File: config.mk
export PLATFORM = sky130hd
export DESIGN_NAME = tlic_core
export DESIGN_NICKNAME = d
export VERILOG_FILES = /design/src/include/tlic_pkg.sv /design/src/core/tlic_core.sv
export VERILOG_INCLUDE_DIRS = /design/src /design/src/include
export SDC_FILE = /design/constraint.sdc
export NUM_CORES = 1
export LEC_CHECK = 0
export ABC_AREA = 1
export BUFFER_PORTS_ARGS = -buffer_cell sky130_fd_sc_hd__buf_2
export CELL_PAD_IN_SITES_DETAIL_PLACEMENT = 1
export CELL_PAD_IN_SITES_GLOBAL_PLACEMENT = 1
export CORE_UTILIZATION = 39
export CTS_BUF_LIST = sky130_fd_sc_hd__clkbuf_2
export DETAILED_ROUTE_END_ITERATION = 6
export GPL_ROUTABILITY_DRIVEN = 0
export GPL_TIMING_DRIVEN = 1
export PLACE_DENSITY = 0.8
export SLEW_MARGIN = 20
export SYNTH_ARGS = -nofsm -noshare
export SYNTH_HDL_FRONTEND = slang
export SYNTH_SLANG_ARGS = --single-unit
File: constraint.sdc
create_clock -name sys_clk -period 1.6 [get_ports sys_clk]
set_input_delay 0.24 -clock sys_clk [delete_from_list [all_inputs] [get_ports sys_clk]]
set_output_delay 0.24 -clock sys_clk [all_outputs]
set_load 0.02 [all_outputs]
File: src/include/tlic_map.svh
// Register offsets, field positions, reset values and timing counts of the controller
`ifndef TLIC_MAP_SVH
`define TLIC_MAP_SVH

// ----------------------------------------------------------------
// Register offsets
// ----------------------------------------------------------------
`define TLIC_OFF_CTRL_MAIN   4'h0
`define TLIC_OFF_RESET_CTRL  4'h1
`define TLIC_OFF_EDGE_PRIO   4'h2
`define TLIC_OFF_PERI_FLAG   4'h3
`define TLIC_OFF_PERI_EN     4'h4
`define TLIC_OFF_PERI_PRIO   4'h5
`define TLIC_OFF_STATUS      4'h6

// ----------------------------------------------------------------
// Field positions in the main control register
// ----------------------------------------------------------------
`define TLIC_B_GEN_HI    7
`define TLIC_B_GEN_LO    6
`define TLIC_B_T0_EN     5
`define TLIC_B_X0_EN     4
`define TLIC_B_PC_EN     3
`define TLIC_B_T0_FLAG   2
`define TLIC_B_X0_FLAG   1
`define TLIC_B_PC_FLAG   0

// Field positions elsewhere
`define TLIC_B_PRIO_ON   7
`define TLIC_B_X0_EDGE   6
`define TLIC_B_T0_PRIO   2
`define TLIC_B_PC_PRIO   0

// ----------------------------------------------------------------
// Reset values, vectors, latency
// ----------------------------------------------------------------
`define TLIC_RST_CTRL_MAIN  8'h00
`define TLIC_RST_RESET_CTRL 8'h00
`define TLIC_RST_EDGE_PRIO  8'h45
`define TLIC_RST_PERI       8'h00
`define TLIC_RST_PERI_PRIO  8'hFF
`define TLIC_VEC_HIGH       21'h000008
`define TLIC_VEC_LOW        21'h000018
`define TLIC_INSTR_CLKS     2'h3
`define TLIC_LAT_INSTR      2'h3

`endif

File: src/include/tlic_pkg.sv
// Types shared by the two-level interrupt controller
package tlic_pkg;
  typedef logic [7:0]  tlic_byte_t;
  typedef logic [20:0] tlic_addr_t;
  typedef enum logic [1:0] {TLIC_RUN, TLIC_IN_LOW, TLIC_IN_HIGH} tlic_level_e;
endpackage : tlic_pkg

File: src/core/tlic_core.sv
// Two-level interrupt controller with register port and core vector handshake
//
// The register offsets and the strobed register port are this design's own decisions.
`timescale 1ns/1ns
`include "tlic_map.svh"

module tlic_core #(
  parameter int NUM_PERI = 8
) (
  // Clock and reset
  input  wire logic                  sys_clk,
  input  wire logic                  rst_b,
  // Register port
  input  wire logic [3:0]            reg_addr,
  input  wire tlic_pkg::tlic_byte_t  reg_wdata,
  input  wire logic                  reg_wr,
  input  wire logic                  reg_rd,
  output tlic_pkg::tlic_byte_t       reg_rdata,
  // Event sources
  input  wire logic                  ext_pin0,
  input  wire logic [3:0]            upper_portb_pins,
  input  wire logic                  timer0_overflow,
  input  wire logic [NUM_PERI-1:0]   peri_event,
  // Processor core side
  input  wire tlic_pkg::tlic_addr_t  core_pc,
  input  wire logic                  return_from_irq_instr,
  output logic                       irq_take,
  output tlic_pkg::tlic_addr_t       irq_vector,
  output logic                       stack_push,
  output tlic_pkg::tlic_addr_t       stack_push_addr,
  output tlic_pkg::tlic_byte_t       active_level
);
  import tlic_pkg::*;

  // ----------------------------------------------------------------
  // Pin synchronisers
  // ----------------------------------------------------------------
  logic [4:0] sync1_q, sync2_q, prev_q;
  logic [4:0] sync1_d, sync2_d, prev_d;

  always_comb begin
    sync1_d = {ext_pin0, upper_portb_pins};
    sync2_d = sync1_q;
    prev_d  = sync2_q;
  end

  always_ff @(posedge sys_clk) begin
    if (!rst_b) begin
      sync1_q <= 5'h00;
      sync2_q <= 5'h00;
      prev_q  <= 5'h00;
    end else begin
      sync1_q <= sync1_d;
      sync2_q <= sync2_d;
      prev_q  <= prev_d;
    end
  end

  // ----------------------------------------------------------------
  // Registers
  // ----------------------------------------------------------------
  tlic_byte_t ctrl_q, ctrl_d;
  tlic_byte_t reset_control_reg_q, reset_control_reg_d;
  tlic_byte_t edge_prio_q, edge_prio_d;
  logic [NUM_PERI-1:0] pflag_q, pflag_d, pen_q, pen_d, pprio_q, pprio_d;
  tlic_byte_t rdata_q, rdata_d;
  tlic_level_e level_q, level_d;
  logic low_nested_q, low_nested_d;
  logic [1:0] cyc_q, cyc_d;
  logic [1:0] wait_q, wait_d;
  logic pend_q, pend_d;
  logic pend_high_q, pend_high_d;
  logic take_q, take_d;
  tlic_addr_t vec_q, vec_d, ret_q, ret_d;

  logic ev_x0, ev_pc, want_hi, want_lo, hi_src, lo_src, restore_hi;
  logic [NUM_PERI-1:0] peri_req;

  function automatic logic wr_hit(input logic [3:0] off);
    return reg_wr && (reg_addr == off);
  endfunction : wr_hit

  // ----------------------------------------------------------------
  // Event detection and request sorting
  // ----------------------------------------------------------------
  always_comb begin
    // Edge polarity chosen for ext_pin0 only, rising when select is 1; port pins flag any change
    ev_x0 = edge_prio_q[`TLIC_B_X0_EDGE] ? (sync2_q[4] & ~prev_q[4])
                                         : (~sync2_q[4] & prev_q[4]);
    ev_pc = |(sync2_q[3:0] ^ prev_q[3:0]);
    peri_req = pflag_q & pen_q;
    hi_src = 1'b0;
    lo_src = 1'b0;
    if (reset_control_reg_q[`TLIC_B_PRIO_ON]) begin
      hi_src = (ctrl_q[`TLIC_B_T0_FLAG] & ctrl_q[`TLIC_B_T0_EN] & edge_prio_q[`TLIC_B_T0_PRIO])
             | (ctrl_q[`TLIC_B_PC_FLAG] & ctrl_q[`TLIC_B_PC_EN] & edge_prio_q[`TLIC_B_PC_PRIO])
             | (ctrl_q[`TLIC_B_X0_FLAG] & ctrl_q[`TLIC_B_X0_EN])
             | |(peri_req & pprio_q);
      lo_src = (ctrl_q[`TLIC_B_T0_FLAG] & ctrl_q[`TLIC_B_T0_EN] & ~edge_prio_q[`TLIC_B_T0_PRIO])
             | (ctrl_q[`TLIC_B_PC_FLAG] & ctrl_q[`TLIC_B_PC_EN] & ~edge_prio_q[`TLIC_B_PC_PRIO])
             | |(peri_req & ~pprio_q);
      want_hi = hi_src & ctrl_q[`TLIC_B_GEN_HI];
      // Low never preempts high; high preempts low
      want_lo = lo_src & ctrl_q[`TLIC_B_GEN_LO] & (level_q == TLIC_RUN);
    end else begin
      // Priority bits ignored, peripherals need bit 6
      hi_src = (ctrl_q[`TLIC_B_T0_FLAG] & ctrl_q[`TLIC_B_T0_EN])
             | (ctrl_q[`TLIC_B_PC_FLAG] & ctrl_q[`TLIC_B_PC_EN])
             | (ctrl_q[`TLIC_B_X0_FLAG] & ctrl_q[`TLIC_B_X0_EN])
             | (|peri_req & ctrl_q[`TLIC_B_GEN_LO]);
      want_hi = hi_src & ctrl_q[`TLIC_B_GEN_HI];
      want_lo = 1'b0;
    end
  end

  // ----------------------------------------------------------------
  // Register file, flags and global enables
  // ----------------------------------------------------------------
  always_comb begin
    ctrl_d      = ctrl_q;
    reset_control_reg_d      = reset_control_reg_q;
    edge_prio_d = edge_prio_q;
    pflag_d     = pflag_q;
    pen_d       = pen_q;
    pprio_d     = pprio_q;

    if (wr_hit(`TLIC_OFF_CTRL_MAIN)) ctrl_d = reg_wdata;
    if (wr_hit(`TLIC_OFF_RESET_CTRL)) reset_control_reg_d = reg_wdata;
    if (wr_hit(`TLIC_OFF_EDGE_PRIO)) edge_prio_d = reg_wdata;
    if (wr_hit(`TLIC_OFF_PERI_FLAG)) pflag_d = reg_wdata[NUM_PERI-1:0];
    if (wr_hit(`TLIC_OFF_PERI_EN)) pen_d = reg_wdata[NUM_PERI-1:0];
    if (wr_hit(`TLIC_OFF_PERI_PRIO)) pprio_d = reg_wdata[NUM_PERI-1:0];

    // Events set after any software write so the set wins
    if (ev_pc) ctrl_d[`TLIC_B_PC_FLAG] = 1'b1;
    if (ev_x0) ctrl_d[`TLIC_B_X0_FLAG] = 1'b1;
    if (timer0_overflow) ctrl_d[`TLIC_B_T0_FLAG] = 1'b1;
    pflag_d = pflag_d | peri_event;

    // Return restores the enable cleared on entry
    if (return_from_irq_instr) begin
      if (restore_hi) begin
        ctrl_d[`TLIC_B_GEN_HI] = 1'b1;
      end else begin
        ctrl_d[`TLIC_B_GEN_LO] = 1'b1;
      end
    end

    // Acceptance clears the enable that admitted it
    if (take_d) begin
      if (pend_high_q) begin
        ctrl_d[`TLIC_B_GEN_HI] = 1'b0;
      end else begin
        ctrl_d[`TLIC_B_GEN_LO] = 1'b0;
      end
    end
  end

  always_ff @(posedge sys_clk) begin
    if (!rst_b) begin
      ctrl_q       <= `TLIC_RST_CTRL_MAIN;
      reset_control_reg_q       <= `TLIC_RST_RESET_CTRL;
      edge_prio_q  <= `TLIC_RST_EDGE_PRIO;
      pflag_q      <= '0;
      pen_q        <= '0;
      pprio_q      <= '1;
    end else begin
      ctrl_q       <= ctrl_d;
      reset_control_reg_q       <= reset_control_reg_d;
      edge_prio_q  <= edge_prio_d;
      pflag_q      <= pflag_d;
      pen_q        <= pen_d;
      pprio_q      <= pprio_d;
    end
  end

  // ----------------------------------------------------------------
  // Routine level and vectoring
  // ----------------------------------------------------------------
  // Compatibility mode and high routines both give back the top enable
  assign restore_hi = !reset_control_reg_q[`TLIC_B_PRIO_ON] || (level_q == TLIC_IN_HIGH);

  always_comb begin
    level_d      = level_q;
    low_nested_d = low_nested_q;
    pend_d       = pend_q;
    pend_high_d  = pend_high_q;
    wait_d       = wait_q;
    take_d       = 1'b0;
    vec_d        = vec_q;
    ret_d        = ret_q;
    // Instruction cycle counter, one instruction is TLIC_INSTR_CLKS clocks
    cyc_d = (cyc_q == `TLIC_INSTR_CLKS - 2'h1) ? 2'h0 : cyc_q + 2'h1;

    // Return leaves the routine; a nested high goes back to low
    if (return_from_irq_instr) begin
      if (restore_hi) begin
        level_d = low_nested_q ? TLIC_IN_LOW : TLIC_RUN;
        low_nested_d = 1'b0;
      end else begin
        level_d = TLIC_RUN;
      end
    end

    // Request seen: vector on whole instruction boundaries
    // A request caught on a boundary counts it, so a pin event never
    // waits past four instruction cycles despite the synchroniser
    if (!pend_q && (want_hi || want_lo)) begin
      pend_d = 1'b1;
      pend_high_d = want_hi;
      wait_d = (cyc_q == 2'h0) ? `TLIC_LAT_INSTR - 2'h1 : `TLIC_LAT_INSTR;
    end else if (pend_q && cyc_q == 2'h0) begin
      if (wait_q != 2'h1) begin
        wait_d = wait_q - 2'h1;
      end else begin
        pend_d = 1'b0;
        take_d = 1'b1;
        ret_d = core_pc;
        if (pend_high_q) begin
          vec_d = `TLIC_VEC_HIGH;
          low_nested_d = (level_q == TLIC_IN_LOW);
          level_d = TLIC_IN_HIGH;
        end else begin
          vec_d = `TLIC_VEC_LOW;
          level_d = TLIC_IN_LOW;
        end
      end
    end
  end

  always_ff @(posedge sys_clk) begin
    if (!rst_b) begin
      level_q      <= TLIC_RUN;
      low_nested_q <= 1'b0;
      cyc_q        <= 2'h0;
      wait_q       <= 2'h0;
      pend_q       <= 1'b0;
      pend_high_q  <= 1'b0;
      take_q       <= 1'b0;
      vec_q        <= 21'h000000;
      ret_q        <= 21'h000000;
    end else begin
      level_q      <= level_d;
      low_nested_q <= low_nested_d;
      cyc_q        <= cyc_d;
      wait_q       <= wait_d;
      pend_q       <= pend_d;
      pend_high_q  <= pend_high_d;
      take_q       <= take_d;
      vec_q        <= vec_d;
      ret_q        <= ret_d;
    end
  end

  // ----------------------------------------------------------------
  // Read data
  // ----------------------------------------------------------------
  // Zero outside the read slot so a stray sample shows nothing stale
  always_comb begin
    rdata_d = 8'h00;
    if (reg_rd) begin
      case (reg_addr)
        `TLIC_OFF_CTRL_MAIN:  rdata_d = ctrl_q;
        `TLIC_OFF_RESET_CTRL: rdata_d = reset_control_reg_q;
        `TLIC_OFF_EDGE_PRIO:  rdata_d = edge_prio_q;
        `TLIC_OFF_PERI_FLAG:  rdata_d[NUM_PERI-1:0] = pflag_q;
        `TLIC_OFF_PERI_EN:    rdata_d[NUM_PERI-1:0] = pen_q;
        `TLIC_OFF_PERI_PRIO:  rdata_d[NUM_PERI-1:0] = pprio_q;
        `TLIC_OFF_STATUS:     rdata_d = {6'h00, level_q};
        default:              rdata_d = 8'h00;
      endcase
    end
  end

  always_ff @(posedge sys_clk) begin
    if (!rst_b) begin
      rdata_q <= 8'h00;
    end else begin
      rdata_q <= rdata_d;
    end
  end

  // ----------------------------------------------------------------
  // Outputs
  // ----------------------------------------------------------------
  // Push and vector load share one pulse so the core sees them together
  assign irq_take        = take_q;
  assign stack_push      = take_q;
  assign irq_vector      = vec_q;
  assign stack_push_addr = ret_q;
  assign reg_rdata       = rdata_q;
  assign active_level    = {6'h00, level_q};

endmodule : tlic_core

==> impl_metrics.py <==
metrics = {
    "run_status": {
        "status": "finished clean",
    },
    "sta": {
        "setup_viol": 0,
        "clock-skew-final_ps": 46.57,
        "rsz0062_at_grt": "false",
        "whs_ps": 11.55,
        "fmax_mhz": 659.0,
        "fin_tns_setup_ps": 0,
        "min_period_over_period_pct": 94.84,
        "slew_viol_final": 0,
        "hold_viol": 0,
        "setup_ws_ps": 82.52,
        "finalCriticalPeriod_ps": 1517,
    },
    "hold_path": {
        "hp-class": "primary input to flip-flop",
    },
    "power_and_ir_drop": {
        "ir_drop_uv": 420.3,
        "powerDensity_nw_per_um2": 797.0,
        "p_leak_nw": 2.821,
        "total_power_mw": 4.532,
    },
    "clocking": {
        "path_clk_slew_ps": 320,
        "post_cts_buffers": 0,
        "tritoncts": "yes",
        "cts_root_buf": "clkbuf_2",
        "clock_sinks": 104,
        "clock_latency_ps": 620,
        "cts_made_buffers": 9,
        "htreeDepth": 3,
        "clockBufferDepth": 2,
    },
    "drt": {
        "avgRoutedWirePerCell_microns": 16.20,
        "viasPerCell": 4.954,
        "vias": 4464,
        "drtPass1Iterations": 4,
        "drt-total-wl_mm": 14.59,
        "drc_errors": 0,
        "drtIter0Drc": 256,
        "final_antenna_net_count": 0,
    },
    "global_routing": {
        "grt_pass1_vias": 4605,
        "grt_max_degree": 47,
        "antenna_found_initial": 0,
        "grt_usage_pct": 24.79,
        "overflow": 0,
        "grt_pass1_wl_mm": 22.61,
    },
    "die": {
        "io_pins": 112,
        "core_sq_um": 11420,
        "die_h_microns": 110.4,
        "dieArea_sq_um": 12190,
        "die_w_microns": 110.4,
        "row_count": 39,
        "start_util_pct": 40.13,
    },
    "placed_design": {
        "dpl.hpwl_mm": 10.25,
        "portBuffers": 86,
        "dp_cells": 836,
        "pre_cts_ws_ps": 49.36,
        "placed_area_sq_um": 5071,
    },
    "worst_setup_path": {
        "cp.required_ps": 1360,
        "critical_path_buf_inv_count": 1,
        "crit_fanout": 4,
        "critPathArrivalTime_ps": 1280,
        "max_stage_delay_ps": 460,
        "cp_cell_sequence": "buf_2",
        "crit_type": "flip-flop to output pin",
        "slowest_stage": "dfxtp_2",
        "critPathCaptureType": "output pin",
        "cp-start-kind": "flip-flop",
        "crit_family": "flip-flops",
    },
    "synthesis": {
        "synth_area_sq_um": 4582,
        "ys_ff_latch": 104,
        "synth_top_cell_by_area": "dfxtp_1",
        "ys_types": 37,
        "ys_warn_count": 0,
        "ys_seq_area_share_pct": 45.44,
        "syn_inst": 616,
        "synthTopCellsByArea": "dfxtp_1 (45%), o21ai_0 (8.5%), nand2_1 (8.1%)",
        "avgSynthCellArea_sq_um": 7.438,
        "synth_top_area_share_pct": 45.44,
    },
    "cells_and_area": {
        "fin_area_sq_um": 5687,
        "nets": 808,
        "drive_gt1_share_pct": 18.73,
        "final_cells": 901,
        "fillers": 1470,
        "syn2layout_area_growth_pct": 24.11,
        "n_antenna_cell": 0,
        "fin_util_pct": 49.80,
    },
    "job": {
        "max_cap_violations": 0,
    },
}
==> worst paths after layout <==
check / from / to / slack (ps) / depth (start not counted)
max: level_q[0] / active_level[0] / 80 / 1
min: reg_addr[3] / reg_rdata[2] / 10 / 4
max reg2reg: pprio_q[5] / wait_q[1] / 130 / 9
min reg2reg: cyc_q[0] / cyc_q[0] / 420 / 1
==> layout by cell type, fill, tap and decap left out, types with 6 or more instances in the layout <==
cell type	Yosys	routed
buf_2	2	86
inv_1	79	79
buf_4	29	11
o22ai_1	9	9
clkbuf_2	1	9
dfxtp_1	104	101
o21ai_0	78	78
conb_1	1	25
o211ai_1	6	6
nor2_1	70	69
nor3_1	6	6
nand3_1	32	32
dlygate4sd3_1	0	49
a21oi_1	38	38
nand2_1	99	99
==> worst register-to-register path, delay by kind of cell (launching register included) <==
family                 cells  cell delay, ps
AOI/OAI and AO/OA          1             200
buffers and inverters      2             150
DFF                        1             400
and+or+nand+nor            6             690
==> layer usage <==
metal | track usage (%) | up-vias | wire, microns
li1 | - | 2202 | -
met1 | 27.79 | 2111 | 5996
met2 | 45.83 | 126 | 7474
met3 | 5.409 | 25 | 773
met4 | 8.647 | 0 | 348
met5 | 0 | - | 0
==> registers in the layout (all words and copies together), names as in the netlist <==
signal	flops
stack_push_addr	21
ctrl_q	8
edge_prio_q	8
pen_q	8
pflag_q	8
pprio_q	8
reg_rdata	8
reset_control_reg_q	8
prev_d	5
prev_q	5
sync1_q	5
cyc_q	2
irq_vector	2
level_q	2
wait_q	2
irq_take	1
low_nested_q	1
pend_high_q	1
pend_q	1
==> repair_timing <==
action	CTS	global route
endpoints found under the setup margin	1	9
pin swaps	0	0
hold buffers	48	1
endpoints found under the hold margin	75	1
resized for setup	1	5
==> power breakdown <==
part	switching, mW	internal (mW)
Combinational	0.333	0.233
Sequential	0.0611	2.68
Clock	0.985	0.241
==> layout make-up <==
cell class,instances,area [sq um],area share (%)
sequential,104,2086,36.68
multi-input combinational,404,1957,34.41
timing repair buffer,148,1026,18.04
inverter,86,327.8,5.765
tap,143,178.9,3.146
clock inverter,7,66.31,1.166
clock buffer,9,45.04,0.7921
==> logic make-up after synthesis <==
group	after synthesis	synth area share (%)
buffers and inverters	132	13.87
adder cells (fa/ha/maj)	3	0.8193
AO/OA/AOI/OAI	145	17.01
AND/OR/NAND/NOR	227	22.01
other	1	0.08184
XOR/XNOR	4	0.7647
flip-flops	104	45.44
==> cell usage after synthesis (all sizes together) <==
master  instances
nand3          32
a31oi           4
or2             1
a41oi           2
conb            1
xnor2           1
o211ai          6
nand2         105
nor3b           1
a21oi          39
nor3            6
inv            86
nand3b          2
o22ai           9
a211oi          1
a311oi          1
clkbuf         12
nand4           3
buf            34
ha              3
nor2           77
o21a            2
xor2            3
o21ai          81
dfxtp         104
Note: power is estimated with default switching activity, not from simulation.
